$ cat src/hdl/sarx_pkg.sv
// Shared constants for the serial receiver and synchronous transmitter block
package sarx_pkg;
    // Register byte offsets
    localparam logic [7:0] OFS_DATA     = 8'h00;
    localparam logic [7:0] OFS_STATUS   = 8'h04;
    localparam logic [7:0] OFS_RX_CTL   = 8'h08;
    localparam logic [7:0] OFS_TX_CTL   = 8'h0C;
    localparam logic [7:0] OFS_BAUD_DIV = 8'h10;
    // rx_control_reg fields
    localparam int RXC_ENABLE  = 0;
    localparam int RXC_LEN     = 1;
    localparam int RXC_MODE    = 2;
    localparam int RXC_PAR_EN  = 3;
    localparam int RXC_PAR_ODD = 4;
    localparam int RXC_W       = 5;
    // tx_control_reg fields
    localparam int TXC_LEN   = 0;
    localparam int TXC_MODE  = 1;
    localparam int TXC_SLAVE = 2;
    localparam int TXC_W     = 3;
    // serial_status_reg fields
    localparam int ST_RX_DONE  = 0;
    localparam int ST_PARITY_ERROR_FLAG     = 1;
    localparam int ST_OVERRUN_FLAG     = 2;
    localparam int ST_FRAMING_ERROR_FLAG     = 3;
    localparam int ST_TX_EMPTY = 4;
    localparam int ST_TX_DONE  = 5;
    localparam int ST_RX_AVAIL = 6;
    localparam int ST_W        = 7;
    // Reset values
    localparam logic [RXC_W-1:0] RX_CTL_RST   = 5'h00;
    localparam logic [TXC_W-1:0] TX_CTL_RST   = 3'h0;
    localparam logic [15:0]      BAUD_DIV_RST = 16'h0014;
    // Oversampling timing, counted in baud clock ticks within one bit, and frame lengths in data bits
    localparam logic [3:0] CNT_S6   = 4'h6;
    localparam logic [3:0] CNT_S7   = 4'h7;
    localparam logic [3:0] CNT_S8   = 4'h8;
    localparam logic [3:0] CNT_TAKE = 4'h9;
    localparam logic [3:0] LEN_8    = 4'h8;
    localparam logic [3:0] LEN_7    = 4'h7;
    // Synchronous shift clock: phase on which the pin falls
    localparam logic [1:0] PH_FALL  = 2'h1;
    localparam int FIFO_DEPTH = 32;
    typedef enum logic [2:0] {
        SARX_IDLE  = 3'b000,
        SARX_START = 3'b001,
        SARX_DATA  = 3'b010,
        SARX_PAR   = 3'b011,
        SARX_STOP  = 3'b100
    } sarx_rx_state_e;
endpackage

$ cat src/hdl/sarx_top.sv
// Serial async receiver, sync transmitter, APB registers and receive FIFO
`timescale 1ns/1ps
// Functional notes
// - Enabled receiver starts on falling input edge
// - Edge starts divide-by-16 baud count
// - Start valid if count 7 low along with count 6 or 8
// - Invalid start bit abandons reception entirely
// - Count 7 agreeing with count 6 or 8 validates; take ninth count
// - Follow configured format; stop after first stop
// - Frame end: buffer, done flag, error flags
// - Length select 0 eight bits, 1 seven
// - Slave select chooses shift clock source
// - Master drives quarter baud shift clock
// - Copy buffer to shifter one cycle later
// - LSB first, change on falling edge
// - Copy to shifter sets buffer-empty flag
// - No new byte at end sets complete
module sarx_fifo #(
    parameter int WIDTH = 8,
    parameter int DEPTH = 32
) (
    // Clock and reset
    input  wire logic             pclk,
    input  wire logic             presetn,
    // Fill side
    input  wire logic             in_valid,
    output logic                  in_ready,
    input  wire logic [WIDTH-1:0] in_data,
    // Drain side
    output logic                  out_valid,
    input  wire logic             out_ready,
    output logic      [WIDTH-1:0] out_data
);
    localparam int AW = $clog2(DEPTH);
    initial begin
        if (DEPTH < 2 || (1 << AW) != DEPTH) begin
            $error("sarx_fifo depth must be a power of two");
        end
    end
    logic [WIDTH-1:0] mem_q [DEPTH];
    logic [AW:0]      wr_q;
    logic [AW:0]      rd_q;
    wire  full  = (wr_q[AW] != rd_q[AW]) && (wr_q[AW-1:0] == rd_q[AW-1:0]);
    wire  empty = (wr_q == rd_q);
    wire  push  = in_valid && !full;
    wire  pop   = out_ready && !empty;
    assign in_ready  = !full;
    assign out_valid = !empty;
    assign out_data  = mem_q[rd_q[AW-1:0]];
    always_ff @(posedge pclk) begin
        if (push) begin
            mem_q[wr_q[AW-1:0]] <= in_data;
        end
    end
    always_ff @(posedge pclk or negedge presetn) begin
        if (!presetn) begin
            wr_q <= '0;
            rd_q <= '0;
        end else begin
            if (push) begin
                wr_q <= wr_q + 1'b1;
            end
            if (pop) begin
                rd_q <= rd_q + 1'b1;
            end
        end
    end
endmodule

module sarx_top #(
    parameter int DEPTH = sarx_pkg::FIFO_DEPTH
) (
    // APB slave
    input  wire logic        pclk,
    input  wire logic        presetn,
    input  wire logic        psel,
    input  wire logic        penable,
    input  wire logic        pwrite,
    input  wire logic [7:0]  paddr,
    input  wire logic [31:0] pwdata,
    output logic      [31:0] prdata,
    output logic             pready,
    output logic             pslverr,
    // Serial receive input
    input  wire logic        rxd,
    // Serial transmit output
    output logic             txd,
    // Shift clock pin, split into its three signals
    input  wire logic        shift_clock_pin_i,
    output logic             shift_clock_pin_o,
    output logic             shift_clock_pin_oe
);
    import sarx_pkg::*;

    initial begin
        if (DEPTH < 2) begin
            $error("sarx_top depth too small");
        end
    end

    // Register state
    logic [RXC_W-1:0] rx_control_reg_q;
    logic [TXC_W-1:0] tx_control_reg_q;
    logic [15:0]      baud_div_q;
    logic [15:0]      baud_cnt_q;
    logic             rx_done_flag_q;
    logic             parity_error_flag_q;
    logic             overrun_flag_q;
    logic             framing_error_flag_q;
    logic             tx_buffer_empty_flag_q;
    logic             tx_complete_flag_q;
    logic [31:0]      prdata_q;
    logic             pready_q;
    logic             pslverr_q;

    // APB decode
    wire acc      = psel && penable && !pready_q;
    wire done     = psel && penable && pready_q;
    wire sel_data = (paddr == OFS_DATA);
    wire sel_st   = (paddr == OFS_STATUS);
    wire sel_rxc  = (paddr == OFS_RX_CTL);
    wire sel_txc  = (paddr == OFS_TX_CTL);
    wire sel_baud = (paddr == OFS_BAUD_DIV);
    wire mapped   = sel_data || sel_st || sel_rxc || sel_txc || sel_baud;
    wire wr_done  = done && pwrite && !pslverr_q;
    wire rd_done  = done && !pwrite && !pslverr_q;
    wire wr_data  = wr_done && sel_data;
    wire wr_st    = wr_done && sel_st;

    // Receive FIFO ports
    wire        fifo_in_ready;
    wire        fifo_out_valid;
    wire [7:0]  fifo_out_data;
    wire        fifo_pop = rd_done && sel_data;
    logic       rx_push;
    logic [7:0] rx_push_data;

    wire [ST_W-1:0] status_word = {fifo_out_valid, tx_complete_flag_q,
                                   tx_buffer_empty_flag_q, framing_error_flag_q,
                                   overrun_flag_q, parity_error_flag_q,
                                   rx_done_flag_q};
    wire [31:0] rd_mux = sel_data ? {24'h000000, fifo_out_data} :
                         sel_st   ? {{(32-ST_W){1'b0}}, status_word} :
                         sel_rxc  ? {{(32-RXC_W){1'b0}}, rx_control_reg_q} :
                         sel_txc  ? {{(32-TXC_W){1'b0}}, tx_control_reg_q} :
                         sel_baud ? {16'h0000, baud_div_q} : 32'h00000000;

    // One wait state per access; unmapped addresses answer with pslverr
    always_ff @(posedge pclk or negedge presetn) begin
        if (!presetn) begin
            pready_q  <= 1'b0;
            pslverr_q <= 1'b0;
            prdata_q  <= 32'h00000000;
        end else begin
            pready_q  <= acc;
            pslverr_q <= acc && !mapped;
            if (acc && !pwrite) begin
                prdata_q <= rd_mux;
            end
        end
    end
    assign prdata  = prdata_q;
    assign pready  = pready_q;
    assign pslverr = pslverr_q;

    always_ff @(posedge pclk or negedge presetn) begin
        if (!presetn) begin
            rx_control_reg_q <= RX_CTL_RST;
            tx_control_reg_q <= TX_CTL_RST;
            baud_div_q       <= BAUD_DIV_RST;
        end else if (wr_done) begin
            if (sel_rxc) begin
                rx_control_reg_q <= pwdata[RXC_W-1:0];
            end
            if (sel_txc) begin
                tx_control_reg_q <= pwdata[TXC_W-1:0];
            end
            if (sel_baud) begin
                baud_div_q <= pwdata[15:0];
            end
        end
    end

    // Baud clock enable: one pulse every baud_div_q + 1 cycles
    wire baud_tick = (baud_cnt_q >= baud_div_q);
    always_ff @(posedge pclk or negedge presetn) begin
        if (!presetn) begin
            baud_cnt_q <= 16'h0000;
        end else begin
            baud_cnt_q <= baud_tick ? 16'h0000 : baud_cnt_q + 16'h0001;
        end
    end

    // ---------------- Asynchronous receiver ----------------
    sarx_rx_state_e rx_st_q;
    logic [3:0]     rx_cnt_q;
    logic [3:0]     rx_bits_q;
    logic [7:0]     rx_sh_q;
    logic           rx_prev_q;
    logic           s6_q;
    logic           s7_q;
    logic           s8_q;
    logic           rx_par_q;
    logic           rx_noise_q;

    wire rx_en     = rx_control_reg_q[RXC_ENABLE] && !rx_control_reg_q[RXC_MODE];
    wire [3:0] rx_len = rx_control_reg_q[RXC_LEN] ? LEN_7 : LEN_8;
    wire take      = baud_tick && (rx_cnt_q == CNT_TAKE);
    wire start_ok  = (!s6_q && !s7_q) || (!s7_q && !s8_q);
    wire bit_ok    = (s6_q == s7_q) || (s7_q == s8_q);
    wire par_calc  = ^rx_sh_q ^ rx_control_reg_q[RXC_PAR_ODD];
    wire frame_end = take && (rx_st_q == SARX_STOP);
    // Noise on a data, parity or stop bit is reported as a framing fault
    wire framing_error_flag_now  = !rxd || rx_noise_q || !bit_ok;
    // Seven-bit frames enter from the top; realign to bit 0
    wire [7:0] rx_word = rx_control_reg_q[RXC_LEN] ? {1'b0, rx_sh_q[7:1]} : rx_sh_q;

    always_ff @(posedge pclk or negedge presetn) begin
        if (!presetn) begin
            rx_st_q    <= SARX_IDLE;
            rx_cnt_q   <= 4'h0;
            rx_bits_q  <= 4'h0;
            rx_sh_q    <= 8'h00;
            rx_prev_q  <= 1'b1;
            s6_q       <= 1'b1;
            s7_q       <= 1'b1;
            s8_q       <= 1'b1;
            rx_par_q   <= 1'b0;
            rx_noise_q <= 1'b0;
        end else begin
            rx_prev_q <= rxd;
            if (baud_tick && rx_st_q != SARX_IDLE) begin
                rx_cnt_q <= rx_cnt_q + 4'h1;
                if (rx_cnt_q == CNT_S6) s6_q <= rxd;
                if (rx_cnt_q == CNT_S7) s7_q <= rxd;
                if (rx_cnt_q == CNT_S8) s8_q <= rxd;
            end
            unique case (rx_st_q)
                SARX_IDLE: begin
                    if (rx_en && rx_prev_q && !rxd) begin
                        rx_st_q    <= SARX_START;
                        rx_cnt_q   <= 4'h0;
                        rx_bits_q  <= 4'h0;
                        rx_noise_q <= 1'b0;
                        rx_par_q   <= 1'b0;
                    end
                end
                SARX_START: begin
                    if (take) begin
                        rx_st_q <= start_ok ? SARX_DATA : SARX_IDLE;
                    end
                end
                SARX_DATA: begin
                    if (take) begin
                        rx_sh_q    <= {rxd, rx_sh_q[7:1]};
                        rx_noise_q <= rx_noise_q || !bit_ok;
                        rx_bits_q  <= rx_bits_q + 4'h1;
                        if (rx_bits_q + 4'h1 == rx_len) begin
                            rx_st_q <= rx_control_reg_q[RXC_PAR_EN] ? SARX_PAR : SARX_STOP;
                        end
                    end
                end
                SARX_PAR: begin
                    if (take) begin
                        rx_par_q   <= rxd ^ par_calc;
                        rx_noise_q <= rx_noise_q || !bit_ok;
                        rx_st_q    <= SARX_STOP;
                    end
                end
                SARX_STOP: begin
                    if (take) begin
                        rx_st_q <= SARX_IDLE;
                    end
                end
                default: begin
                    rx_st_q <= SARX_IDLE;
                end
            endcase
        end
    end

    assign rx_push      = frame_end;
    assign rx_push_data = rx_word;

    sarx_fifo #(
        .WIDTH (8),
        .DEPTH (DEPTH)
    ) u_rx_fifo (
        .pclk      (pclk),
        .presetn   (presetn),
        .in_valid  (rx_push),
        .in_ready  (fifo_in_ready),
        .in_data   (rx_push_data),
        .out_valid (fifo_out_valid),
        .out_ready (fifo_pop),
        .out_data  (fifo_out_data)
    );

    // ---------------- Synchronous transmitter ----------------
    logic [7:0] tx_buf_q;
    logic       tx_buf_full_q;
    logic [7:0] tx_sh_q;
    logic       tx_busy_q;
    logic [3:0] tx_idx_q;
    logic [1:0] tx_ph_q;
    logic       sck_prev_q;
    logic       txd_q;
    logic       sck_o_q;
    logic       sck_oe_q;

    wire tx_sync  = tx_control_reg_q[TXC_MODE];
    wire tx_slave = tx_control_reg_q[TXC_SLAVE];
    wire [3:0] tx_len = tx_control_reg_q[TXC_LEN] ? LEN_7 : LEN_8;
    wire m_fall   = baud_tick && (tx_ph_q == PH_FALL);
    wire s_fall   = sck_prev_q && !shift_clock_pin_i;
    wire tx_fall  = tx_sync && (tx_slave ? s_fall : m_fall);
    wire tx_copy  = tx_buf_full_q && !tx_busy_q;
    wire tx_end   = tx_busy_q && tx_fall && (tx_idx_q == tx_len);

    always_ff @(posedge pclk or negedge presetn) begin
        if (!presetn) begin
            tx_ph_q    <= 2'h0;
            sck_prev_q <= 1'b1;
            sck_o_q    <= 1'b1;
            sck_oe_q   <= 1'b0;
        end else begin
            sck_prev_q <= shift_clock_pin_i;
            sck_oe_q   <= tx_sync && !tx_slave;
            // Two ticks high, two low; it falls on the tick that moves txd
            if (baud_tick) begin
                tx_ph_q <= tx_ph_q + 2'h1;
                sck_o_q <= (tx_ph_q[1] == tx_ph_q[0]);
            end
        end
    end

    always_ff @(posedge pclk or negedge presetn) begin
        if (!presetn) begin
            tx_buf_q      <= 8'h00;
            tx_buf_full_q <= 1'b0;
            tx_sh_q       <= 8'h00;
            tx_busy_q     <= 1'b0;
            tx_idx_q      <= 4'h0;
            txd_q         <= 1'b1;
        end else begin
            if (wr_data) begin
                tx_buf_q      <= pwdata[7:0];
                tx_buf_full_q <= 1'b1;
            end else if (tx_copy) begin
                tx_buf_full_q <= 1'b0;
            end
            if (tx_copy) begin
                tx_sh_q   <= tx_buf_q;
                tx_busy_q <= 1'b1;
                tx_idx_q  <= 4'h0;
            end else if (tx_end) begin
                tx_busy_q <= 1'b0;
                txd_q     <= 1'b1;
            end else if (tx_busy_q && tx_fall) begin
                txd_q    <= tx_sh_q[0];
                tx_sh_q  <= {1'b0, tx_sh_q[7:1]};
                tx_idx_q <= tx_idx_q + 4'h1;
            end
        end
    end
    assign txd                = txd_q;
    assign shift_clock_pin_o  = sck_o_q;
    assign shift_clock_pin_oe = sck_oe_q;

    // ---------------- Status flags: set wins over clear ----------------
    wire [ST_W-1:0] w1c = wr_st ? pwdata[ST_W-1:0] : {ST_W{1'b0}};
    always_ff @(posedge pclk or negedge presetn) begin
        if (!presetn) begin
            rx_done_flag_q         <= 1'b0;
            parity_error_flag_q    <= 1'b0;
            overrun_flag_q         <= 1'b0;
            framing_error_flag_q   <= 1'b0;
            tx_buffer_empty_flag_q <= 1'b1;
            tx_complete_flag_q     <= 1'b0;
        end else begin
            rx_done_flag_q <= frame_end || (rx_done_flag_q && !w1c[ST_RX_DONE]);
            parity_error_flag_q <= (frame_end && rx_par_q)
                                   || (parity_error_flag_q && !w1c[ST_PARITY_ERROR_FLAG]);
            // A full FIFO drops the new frame rather than stall the line
            overrun_flag_q <= (frame_end && !fifo_in_ready)
                              || (overrun_flag_q && !w1c[ST_OVERRUN_FLAG]);
            framing_error_flag_q <= (frame_end && framing_error_flag_now)
                                    || (framing_error_flag_q && !w1c[ST_FRAMING_ERROR_FLAG]);
            tx_buffer_empty_flag_q <= tx_copy
                                      || (tx_buffer_empty_flag_q && !w1c[ST_TX_EMPTY]
                                          && !wr_data);
            tx_complete_flag_q <= (tx_end && !tx_buf_full_q)
                                  || (tx_complete_flag_q && !w1c[ST_TX_DONE]
                                      && !wr_data);
        end
    end
endmodule

$ cat config.mk
export PLATFORM = sky130hd
export DESIGN_NAME = sarx_top
export DESIGN_NICKNAME = d
export VERILOG_FILES = /design/src/hdl/sarx_pkg.sv /design/src/hdl/sarx_top.sv
export SDC_FILE = /design/constraint.sdc
export NUM_CORES = 1
export LEC_CHECK = 0
export BUFFER_PORTS_ARGS = -buffer_cell sky130_fd_sc_hd__buf_2
export CORE_UTILIZATION = 43
export DETAILED_ROUTE_END_ITERATION = 16
export PLACE_DENSITY = 0.58
export SYNTH_ARGS = -nofsm -noshare
export SYNTH_HDL_FRONTEND = slang
export SYNTH_SLANG_ARGS = --single-unit
$ cat constraint.sdc
create_clock -name pclk -period 3.5 [get_ports pclk]
set_input_delay 0 -clock pclk [delete_from_list [all_inputs] [get_ports pclk]]
set_output_delay 0 -clock pclk [all_outputs]
set_load 0.01 [all_outputs]
==> results of run 1 <==
## logic make-up after synthesis
logic type / synth area share
buf+inv: 0.0296
xor+xnor: 0.0218
simple gates: 0.0891
fa+ha+maj: 0.0230
compound gates: 0.0542
other cells: 0.000223
mux: 0.133
flops: 0.649
## per-stage QoR
step | worst slack [ns] | total power, mW
2_1_floorplan | 0.668 | 5.01
3_3_place_gp | 0.490 | 5.09
3_5_place_dp | 0.462 | 5.09
4_1_cts | 0.314 | 9.37
5_1_grt | 0.170 | 9.55
6_report | 0.321 | 9.25
## cell usage after synthesis, drive strengths merged, types with 5 or more instances
library cell / count
ha: 31
nand3b: 6
edfxtp: 256
nand3: 37
o21ai: 49
clkbuf: 24
o31ai: 8
nand2b: 5
mux2i: 8
a31oi: 11
nand2: 102
nor2: 84
a21oi: 23
nor2b: 10
dfstp: 10
mux2: 31
a211oi: 7
inv: 32
xor2: 14
and3: 11
nor3: 10
xnor2: 28
nor4: 6
or3: 6
nand4: 6
buf: 39
mux4: 80
dfrtp: 119
o21a: 5
## worst paths after layout
path	from	to	slack, ns
min reg2reg	txd	txd	0.45
min in group pclk	paddr[0]	u_rx_fifo.rd_q[2]	0.07
max in group asynchronous	presetn	s8_q	2.51
max	u_rx_fifo.rd_q[0]	prdata[7]	0.32
max reg2reg	u_rx_fifo.rd_q[0]	prdata[7]	0.32
min	presetn	tx_sh_q[5]	0.05
## flip-flops by register name, summed over array words and instances, names as in the netlist, 5 cells and up
name / count
prdata: 16
rx_sh_q: 8
u_rx_fifo.rd_q: 6
baud_cnt_q: 16
tx_sh_q: 8
rx_control_reg_q: 5
tx_buf_q: 8
baud_div_q: 16
u_rx_fifo.wr_q: 6
u_rx_fifo.mem_q: 256
## worst max-delay path, delay by kind of cell (launching register included)
family | cells | cell delay (ns)
buffers and inverters | 2 | 0.89
DFF | 1 | 0.60
muxes | 3 | 1.41
AOI/OAI and AO/OA | 1 | 0.13
## report_power, final
part	leakage [nW]	switching, mW	internal, mW	total, mW
Sequential	3.37	0.0175	4.83	4.85
Clock	0.648	1.74	2.49	4.23
Combinational	2.58	0.104	0.0668	0.170
Total	6.60	1.86	7.39	9.25
## routing by layer
metal | track usage | vias up | wire (um)
met1 | 0.264 | 4901 | 16600
met4 | 0.0670 | 0 | 837
met2 | 0.301 | 187 | 17200
li1 | - | 4401 | -
met5 | 0 | - | 0
met3 | 0.0274 | 58 | 1410
## cell type report
class                      instances  area [um^2]
tap                              518          648
sequential                       385        10900
timing repair buffer             130          960
multi-input combinational        642         5480
clock inverter                    21          175
fill                            3228        19200
inverter                          32          120
clock buffer                      51         1130
## timing repair
item / 4_1_cts / 5_1_grt
gates resized for setup: 0 / 0
setup buffers: 0 / 0
endpoints found under the hold margin: 129 / 0
hold buffers: 27 / 0
==> flow_metrics.py, run 1 <==
metrics = {
    "outcome": {
        "status": "finished clean",
    },
    "synthesis": {
        "netlist_instances": 1107,
        "synth_area_leader_cell": "edfxtp_1",
        "synth-edff-count": 256,
        "yosysTopAreaCellShare": 0.456,
        "synth_ff_type": "edfxtp_1",
        "synthesis.area_um2": 16800,
        "synth-async-reset-ratio": 0.335,
        "synth.yosys.seq_area_share": 0.649,
        "syn_avg_cell_area_um2": 15.2,
        "ys_seq_elements": 385,
        "yosysWarnings": 0,
        "synth_area_leaders": "edfxtp_1 (46%), dfrtp_1 (18%), mux4_2 (11%), ha_1 (2.3%), nand2_1 (2.3%)",
        "yosysUniqueCellTypes": 85,
    },
    "sta": {
        "max_freq_mhz": 315,
        "relSlewSlack": 0.409,
        "holdWs_ns": 0.0508,
        "finalMaxSlewViolations": 0,
        "hold_viol": 0,
        "skew_ns": 0.0162,
        "tightest_slew_ns": 0.886,
        "tns_ns": 0,
        "timing.final.crit_share": 0.908,
        "grt_setup_unrepaired": "no",
        "min_period_ns": 3.18,
        "setup_viol": 0,
    },
    "critical_path": {
        "cp-start-kind": "flip-flop",
        "cp_cell_sequence": "buf_4 > mux4_2 > mux4_2 > mux2i_1 > o21ai_0 > dlygate4sd3_1",
        "worstPathArrival_ns": 3.62,
        "max_stage_delay_ns": 0.60,
        "cp_common_cell": "mux4_2",
        "end_kind": "flip-flop",
        "cp.required_ns": 3.94,
        "r2r_cells": 6,
        "setup.worst_path.class": "flip-flop to flip-flop",
        "cp_slowest_cell": "dfrtp_4",
        "worstPathMaxFanout": 13,
    },
    "clock_network": {
        "clockBufferDepth": 3,
        "clockRootBuffer": "clkbuf_16",
        "cts_sinks": 385,
        "path_clk_slew_ns": 0.06,
        "htree_levels": 2,
        "clk_latency_ns": 0.56,
        "cts_tree": "done",
        "cts_made_buffers": 41,
    },
    "layout": {
        "num_antenna_cells": 0,
        "fin_area_um2": 19400,
        "fin_cells": 1779,
        "mostFrequentLayoutCells": "edfxtp_1 (256), dfrtp_1 (117), nand2_1 (102)",
        "drive_above_1_share": 0.251,
        "layout_commonest_cell": "edfxtp_1",
        "syn2layout_area_growth_pct": 15.4,
        "finalNetCount": 1310,
        "post-route-util": 0.503,
    },
    "placement": {
        "dpl_cell_area_um2": 17900,
        "hpwl_um": 23700,
        "dp.cells": 1680,
        "io_buffers": 51,
        "gp_congestion": 0.831,
    },
    "route": {
        "wirelength_um": 36000,
        "ant_nets": 0,
        "post-route-drc-count": 0,
        "drt-initial-drc-count": 612,
        "routed-via-count": 9547,
        "routedWlPerCell_um": 20.3,
        "firstDrtPassIters": 5,
        "vias_per_cell": 5.37,
    },
    "pwr": {
        "p_leak_nw": 6.60,
        "ir_worst_vdd_uv": 384,
        "p_per_area_nw_per_um2": 476,
    },
    "grt": {
        "grt_antenna_before_repair": 0,
        "grt_max_degree": 77,
        "grt_pass1_wl_um": 56000,
        "gr-usage-all-layers": 0.188,
        "grt_overflow": 0,
        "first_global_vias": 9695,
    },
    "die": {
        "ios": 84,
        "dieWidth_um": 200,
        "die_height_um": 200,
        "start_util": 0.436,
        "core.rowCount": 72,
        "die_area_um2": 40000,
        "core_um2": 38600,
    },
    "hold_path": {
        "worstHoldPathType": "primary input to async pin",
    },
    "job": {
        "cap_violations": 0,
    },
}
Power figures use the tool's default switching activity.
==> run 2, diff against run 1 <==
CORE_MARGIN = 1   (was not set)
SYNTH_HIERARCHICAL = 1   (was not set)
==> run 2 against run 1 <==
  * Global-route usage up 0.41 points
  * Critical path type unchanged
  * Sequential share of layout area up 0.18 points
  * Register-to-register slack worse by 0.11 ns
  * Worst setup slack worse by 0.11 ns
  * Clock power about the same
  * Highest routed layer is now met5
  * Clock-buffer cell count up 5
==> flow_metrics.py, run 2 <==
metrics = {
    "critical_path": {
        "setup.worst_path.class": "flip-flop to flip-flop",
        "r2r_cells": 11,
        "end_kind": "flip-flop",
        "cp-start-kind": "flip-flop",
        "worstPathMaxFanout": 8,
        "worstPathArrival_ns": 3.54,
        "cp_common_cell": "nor2_1",
        "cp_slowest_cell": "dfrtp_1",
        "rr_endpoint": "u_rx_fifo/mem_q[13][4]",
        "endpoint": "u_rx_fifo/mem_q[13][4]",
        "cp.required_ns": 3.76,
        "ff2ff_setup_slack_ns": 0.21,
        "cp_cell_sequence": "ha_1 > nand4_1 > a311oi_1 > a31oi_2 > and2_2 > nor2_1 > and2_1 > o31a_1 > nand2_1 > nor2_1 > buf_4",
        "startpoint": "baud_cnt_q[11]",
        "max_stage_delay_ns": 0.45,
        "r2r_start": "baud_cnt_q[11]",
    },
    "pwr": {
        "ir_worst_vdd_uv": 287,
        "combPwrFrac": 0.017,
        "cellInternalPower_mw": 7.41,
        "fin_total_pwr_mw": 9.25,
        "p_leak_nw": 6.56,
        "seqPwrFrac": 0.523,
        "p_per_area_nw_per_um2": 478,
        "clkPwrFrac": 0.461,
        "swShare": 0.200,
        "p_sw_mw": 1.85,
    },
    "synthesis": {
        "yosysUniqueCellTypes": 71,
        "netlist_instances": 1077,
        "synth.yosys.seq_area_share": 0.655,
        "synth_ff_type": "edfxtp_1",
        "ys_seq_elements": 385,
        "yosysWarnings": 6,
        "ys_top_cells_by_count": "edfxtp_1 (256), dfrtp_1 (119), nand2_1 (92)",
        "synth_area_leaders": "edfxtp_1 (46%), dfrtp_1 (18%), mux4_2 (11%), mux2_2 (2.6%), ha_1 (2.3%)",
        "synthesis.area_um2": 16700,
        "yosysMostFrequentCell": "edfxtp_1",
        "synth_area_leader_cell": "edfxtp_1",
        "syn_avg_cell_area_um2": 15.5,
        "yosysTopAreaCellShare": 0.461,
        "synth-edff-count": 256,
        "synth-async-reset-ratio": 0.335,
    },
    "outcome": {
        "status": "finished clean",
    },
    "clock_network": {
        "clk_latency_ns": 0.56,
        "path_clk_slew_ns": 0.06,
        "cts_sinks": 385,
        "cts_made_buffers": 42,
        "htree_levels": 2,
        "clockBufferDepth": 3,
        "cts_tree": "done",
        "clockRootBuffer": "clkbuf_16",
    },
    "layout": {
        "largest_register_ffs": 256,
        "fin_cells": 1753,
        "post-route-util": 0.511,
        "syn2layout_area_growth_pct": 16.1,
        "fin_area_um2": 19400,
        "layout_commonest_cell": "edfxtp_1",
        "finalNetCount": 1290,
        "drive_above_1_share": 0.258,
        "num_antenna_cells": 0,
        "mostFrequentLayoutCells": "edfxtp_1 (256), dfrtp_1 (117), nand2_1 (91)",
    },
    "die": {
        "ios": 84,
        "dieWidth_um": 199,
        "start_util": 0.440,
        "core_um2": 37900,
        "die_area_um2": 39600,
        "die_height_um": 199,
        "core.rowCount": 71,
    },
    "grt": {
        "first_global_vias": 9592,
        "grt_max_degree": 98,
        "grt_overflow": 0,
        "grt_pass1_wl_um": 56500,
        "gr-usage-all-layers": 0.192,
        "grt_antenna_before_repair": 2,
    },
    "route": {
        "routedWlPerCell_um": 20.7,
        "post-route-drc-count": 0,
        "firstDrtPassIters": 4,
        "ant_nets": 0,
        "drt-initial-drc-count": 603,
        "vias_per_cell": 5.37,
        "wirelength_um": 36300,
        "routed-via-count": 9409,
    },
    "sta": {
        "relSlewSlack": 0.350,
        "grt_setup_unrepaired": "yes",
        "tightest_slew_ns": 0.972,
        "setup_viol": 0,
        "timing.final.crit_share": 0.940,
        "holdWs_ns": 0.0938,
        "max_freq_mhz": 304,
        "min_period_ns": 3.29,
        "skew_ns": 0.0180,
        "hold_viol": 0,
        "finalMaxSlewViolations": 0,
    },
    "job": {
        "cap_violations": 0,
    },
    "placement": {
        "dp.cells": 1650,
        "io_buffers": 51,
        "gp_congestion": 0.820,
        "hpwl_um": 23500,
        "dpl_cell_area_um2": 17800,
    },
    "hold_path": {
        "worstHoldPathType": "primary input to flip-flop",
    },
}
==> run 2: cell types whose count changed in the layout (fill, tap and decap cells not counted), moves of 5 or more <==
cell	change
a31oi_1	-10
clkbuf_1	+5
inv_1	+5
mux2_2	+12
nand2_1	-11
nand3_1	-12
nand4_1	+7
nor2_1	-6
nor3_1	-5
o21a_1	-5
o21ai_0	-6
==> run 2: cell type report <==
| type | count | area, um^2 |
|---|---|---|
| Inverter | 35 | 131 |
| Fill cell | 3195 | 18600 |
| Sequential cell | 385 | 10900 |
| Tap cell | 511 | 639 |
| Timing Repair Buffer | 136 | 1010 |
| Multi-Input combinational cell | 612 | 5350 |
| Clock inverter | 18 | 175 |
| Clock buffer | 56 | 1140 |
==> run 2: kinds of logic after synthesis <==
logic type / after synthesis / synth area share
adder cells (fa/ha/maj): 31 / 0.0232
multiplexers: 140 / 0.149
XOR/XNOR: 41 / 0.0215
buffers and inverters: 95 / 0.0286
flip-flops: 385 / 0.655
AO/OA/AOI/OAI: 112 / 0.0433
AND/OR/NAND/NOR: 272 / 0.0792
other: 1 / 0.000225
==> run 2: per-stage QoR <==
stage | TNS (ns) | worst slack, ns
after floorplan | 0 | 0.248
after global placement | 0 | 0.224
after detailed placement | 0 | 0.209
after CTS | 0 | 0.175
after global routing | -8.45 | -0.0792
final | 0 | 0.211
==> run 2: timing repair <==
| action | in CTS | in global routing |
|---|---|---|
| buffers inserted | 0 | 0 |
| hold buffers | 29 | 0 |
| endpoints found under the hold margin | 145 | 0 |
| gates resized for setup | 0 | 1 |
| setup endpoints to repair | 0 | 170 |
==> run 2: how the worst min path moves through the flow <==
| stage | slack, ns | startpoint | cells after the start | endpoint |
|---|---|---|---|---|
| after detailed placement | 0.13 | shift_clock_pin_i | 1 | sck_prev_q |
| after global placement | 0.14 | shift_clock_pin_i | 1 | sck_prev_q |
| final | 0.09 | paddr[5] | 6 | overrun_flag_q |
| after floorplan | -0.30 | presetn | 0 | baud_cnt_q[0] |
| after CTS | 0.06 | paddr[0] | 6 | overrun_flag_q |
| after global routing | 0.1 | paddr[5] | 6 | overrun_flag_q |
==> run 2: critical path, delay by kind of cell (launching register included) <==
family	cells	cell delay (ns)
AO/OA/AOI/OAI	3	0.72
buffers and inverters	1	0.20
flip-flops	1	0.45
adder cells (fa/ha/maj)	1	0.35
AND/OR/NAND/NOR	6	1.24
==> run 2: layer usage <==
| metal | routed length, um | part of all wire | global-route usage | vias to the layer above |
|---|---|---|---|---|
| li1 | - | - | - | 4314 |
| met1 | 16100 | 0.44 | 0.263 | 4805 |
| met2 | 17300 | 0.48 | 0.308 | 220 |
| met3 | 1760 | 0.049 | 0.0383 | 66 |
| met4 | 1020 | 0.028 | 0.0638 | 4 |
| met5 | 24 | 0.00066 | 0 | - |
==> run 2: power by group through the flow <==
stage / registers, mW / clock network (mW) / logic [mW]
2_1_floorplan: 4.93 / 0 / 0.0624
6_report: 4.84 / 4.26 / 0.155
3_3_place_gp: 4.93 / 0 / 0.131
4_1_cts: 4.83 / 4.37 / 0.157
3_5_place_dp: 4.93 / 0 / 0.132
5_1_grt: 4.83 / 4.56 / 0.175
==> run 3, diff against run 2 <==
RECOVER_POWER = 50   (was not set)
==> run 3 against run 2 <==
  * The flow now finishes with violations (capacitance limit, slew limit)
  * Flip-flop and latch count did not move
  * First-iteration DRC count increased by 11%
  * Worst hold slack improved by 0.0021 ns
  * Global-route usage did not move
  * Final cell count stayed put
  * Register-to-register slack worse by 0.03 ns
  * Clock skew fell by 0.00094 ns
  * Critical path type unchanged
  * Critical endpoint is now u_rx_fifo/mem_q[20][7]
==> flow_metrics.py, run 3 (synthesis results as in run 2) <==
metrics = {
    "outcome": {
        "status": "finished, violations left",
        "violations": "capacitance limit, slew limit",
    },
    "pwr": {
        "ir_worst_vdd_uv": 285,
        "p_per_area_nw_per_um2": 479,
        "fin_total_pwr_mw": 9.25,
        "p_leak_nw": 6.46,
    },
    "critical_path": {
        "cp.required_ns": 3.76,
        "cp-start-kind": "flip-flop",
        "cp_slowest_cell": "dfrtp_1",
        "worstPathMaxFanout": 8,
        "end_kind": "flip-flop",
        "cp_cell_sequence": "ha_1 > nand4_1 > a311oi_1 > a31oi_2 > and2_2 > nor2_1 > and2_1 > o31a_1 > nand2_1 > nor2_1 > buf_4",
        "setup.worst_path.class": "flip-flop to flip-flop",
        "cp_num_buf_inv": 1,
        "crit_family": "simple AND/OR/NAND/NOR gates",
        "worstPathArrival_ns": 3.58,
        "max_stage_delay_ns": 0.46,
        "cp_common_cell": "nor2_1",
    },
    "layout": {
        "fillers": 3211,
        "multiInputGateArea_um2": 5340,
        "drive_above_1_share": 0.233,
        "layout_commonest_cell": "edfxtp_1",
        "largest_register_ffs": 256,
        "seqCellArea_um2": 10900,
        "finalNetCount": 1290,
        "mostFrequentLayoutCells": "edfxtp_1 (256), dfrtp_1 (117), nand2_1 (91)",
        "num_antenna_cells": 0,
        "syn2layout_area_growth_pct": 15.8,
    },
    "grt": {
        "grt_pass1_wl_um": 56500,
        "grt_antenna_before_repair": 2,
        "first_global_vias": 9592,
        "grt_overflow": 0,
        "gr-usage-all-layers": 0.192,
        "grt_max_degree": 98,
    },
    "route": {
        "ant_nets": 0,
        "routed-via-count": 9396,
        "wirelength_um": 36400,
        "routedWlPerCell_um": 20.7,
        "firstDrtPassIters": 4,
        "vias_per_cell": 5.36,
        "post-route-drc-count": 0,
        "drt-initial-drc-count": 670,
    },
    "placement": {
        "io_buffers": 51,
        "gp_congestion": 0.820,
        "hpwl_um": 23500,
        "post-place-ws_ns": 0.209,
    },
    "hold_path": {
        "worstHoldPathType": "primary input to flip-flop",
    },
    "die": {
        "die_area_um2": 39600,
        "core_um2": 37900,
        "dieWidth_um": 199,
        "core.rowCount": 71,
        "start_util": 0.440,
        "ios": 84,
        "die_height_um": 199,
    },
    "clock_network": {
        "htree_levels": 2,
        "cts_made_buffers": 42,
        "path_clk_slew_ns": 0.06,
        "clk_latency_ns": 0.56,
        "cts_tree": "done",
        "clockRootBuffer": "clkbuf_16",
        "cts_setup_buffers": 0,
        "clockBufferDepth": 3,
        "cts_sinks": 385,
    },
    "sta": {
        "tightest_slew_ns": 2.47,
        "hold_viol": 0,
        "grt_setup_unrepaired": "yes",
        "timing.final.crit_share": 0.948,
        "skew_ns": 0.0171,
        "setup_viol": 0,
        "relSlewSlack": -0.650,
        "setup_ws_ns": 0.182,
        "min_period_ns": 3.32,
        "max_freq_mhz": 301,
        "finalMaxSlewViolations": 98,
    },
    "job": {
        "cap_violations": 1,
    },
}
## run 3: changes by cell type in the layout (fill, tap and decap cells not counted), sizes merged
cell,previous run,this run
buf,107,80
clkbuf,56,83
## run 3: path summary, 6_finish.rpt
path	start	endpoint	slack [ns]	depth (start not counted)
max in group asynchronous	presetn	u_rx_fifo/rd_q[0]	0.98	2
max	baud_cnt_q[11]	u_rx_fifo/mem_q[20][7]	0.18	11
min reg2reg	shift_clock_pin_o	shift_clock_pin_o	0.46	2
min in group asynchronous	presetn	tx_sh_q[4]	0.77	2
min	paddr[0]	overrun_flag_q	0.1	6
max reg2reg	baud_cnt_q[11]	u_rx_fifo/mem_q[20][7]	0.18	11
## run 3: area by class of cell
cell class,instances,area share
clock buffer,56,0.0592
clock inverter,18,0.00906
inverter,35,0.00680
multi-input combinational,612,0.276
sequential,385,0.566
tap,511,0.0331
timing repair buffer,136,0.0499
## run 3: worst register-to-register path, stage by stage, from the launching register on
cell and delay [ns]:
dfrtp_1 0.46, ha_1 0.35, nand4_1 0.12, a311oi_1 0.33, a31oi_2 0.08, and2_2 0.21
nor2_1 0.19, and2_1 0.18, o31a_1 0.33, nand2_1 0.35, nor2_1 0.20, buf_4 0.22
## run 3: per-layer routing
layer,up-vias,GRT usage,part of all wire,wire length [um]
met4,4,0.0638,0.028,1020
met1,4810,0.263,0.45,16300
li1,4324,-,-,-
met5,-,0,0.00066,24
met2,192,0.308,0.48,17400
met3,66,0.0383,0.045,1630
## run 3: stage by stage
step | hold slack [ns] | setup TNS, ns | std cells | util | instance area, um^2
after floorplan | -0.296 | 0 | 1092 | - | 16700
after global placement | 0.137 | 0 | 1650 | 0.468 | 17800
after detailed placement | 0.132 | 0 | 1650 | 0.468 | 17800
after CTS | 0.0567 | 0 | 1753 | 0.511 | 19400
after global routing | 0.0993 | -8.45 | 1753 | 0.509 | 19300
final | 0.0959 | 0 | 1753 | 0.509 | 19300
## run 3: power breakdown
| part | internal (mW) | leakage [nW] | switching [mW] |
|---|---|---|---|
| Combinational | 0.0549 | 2.43 | 0.0960 |
| Clock | 2.52 | 0.648 | 1.75 |
| Sequential | 4.83 | 3.38 | 0.00768 |
## run 3: what timing repair did
action | in CTS | in global routing
setup endpoints to repair | 0 | 170
hold buffers | 29 | 0
gates resized for setup | 0 | 1
endpoints found under the hold margin | 145 | 0
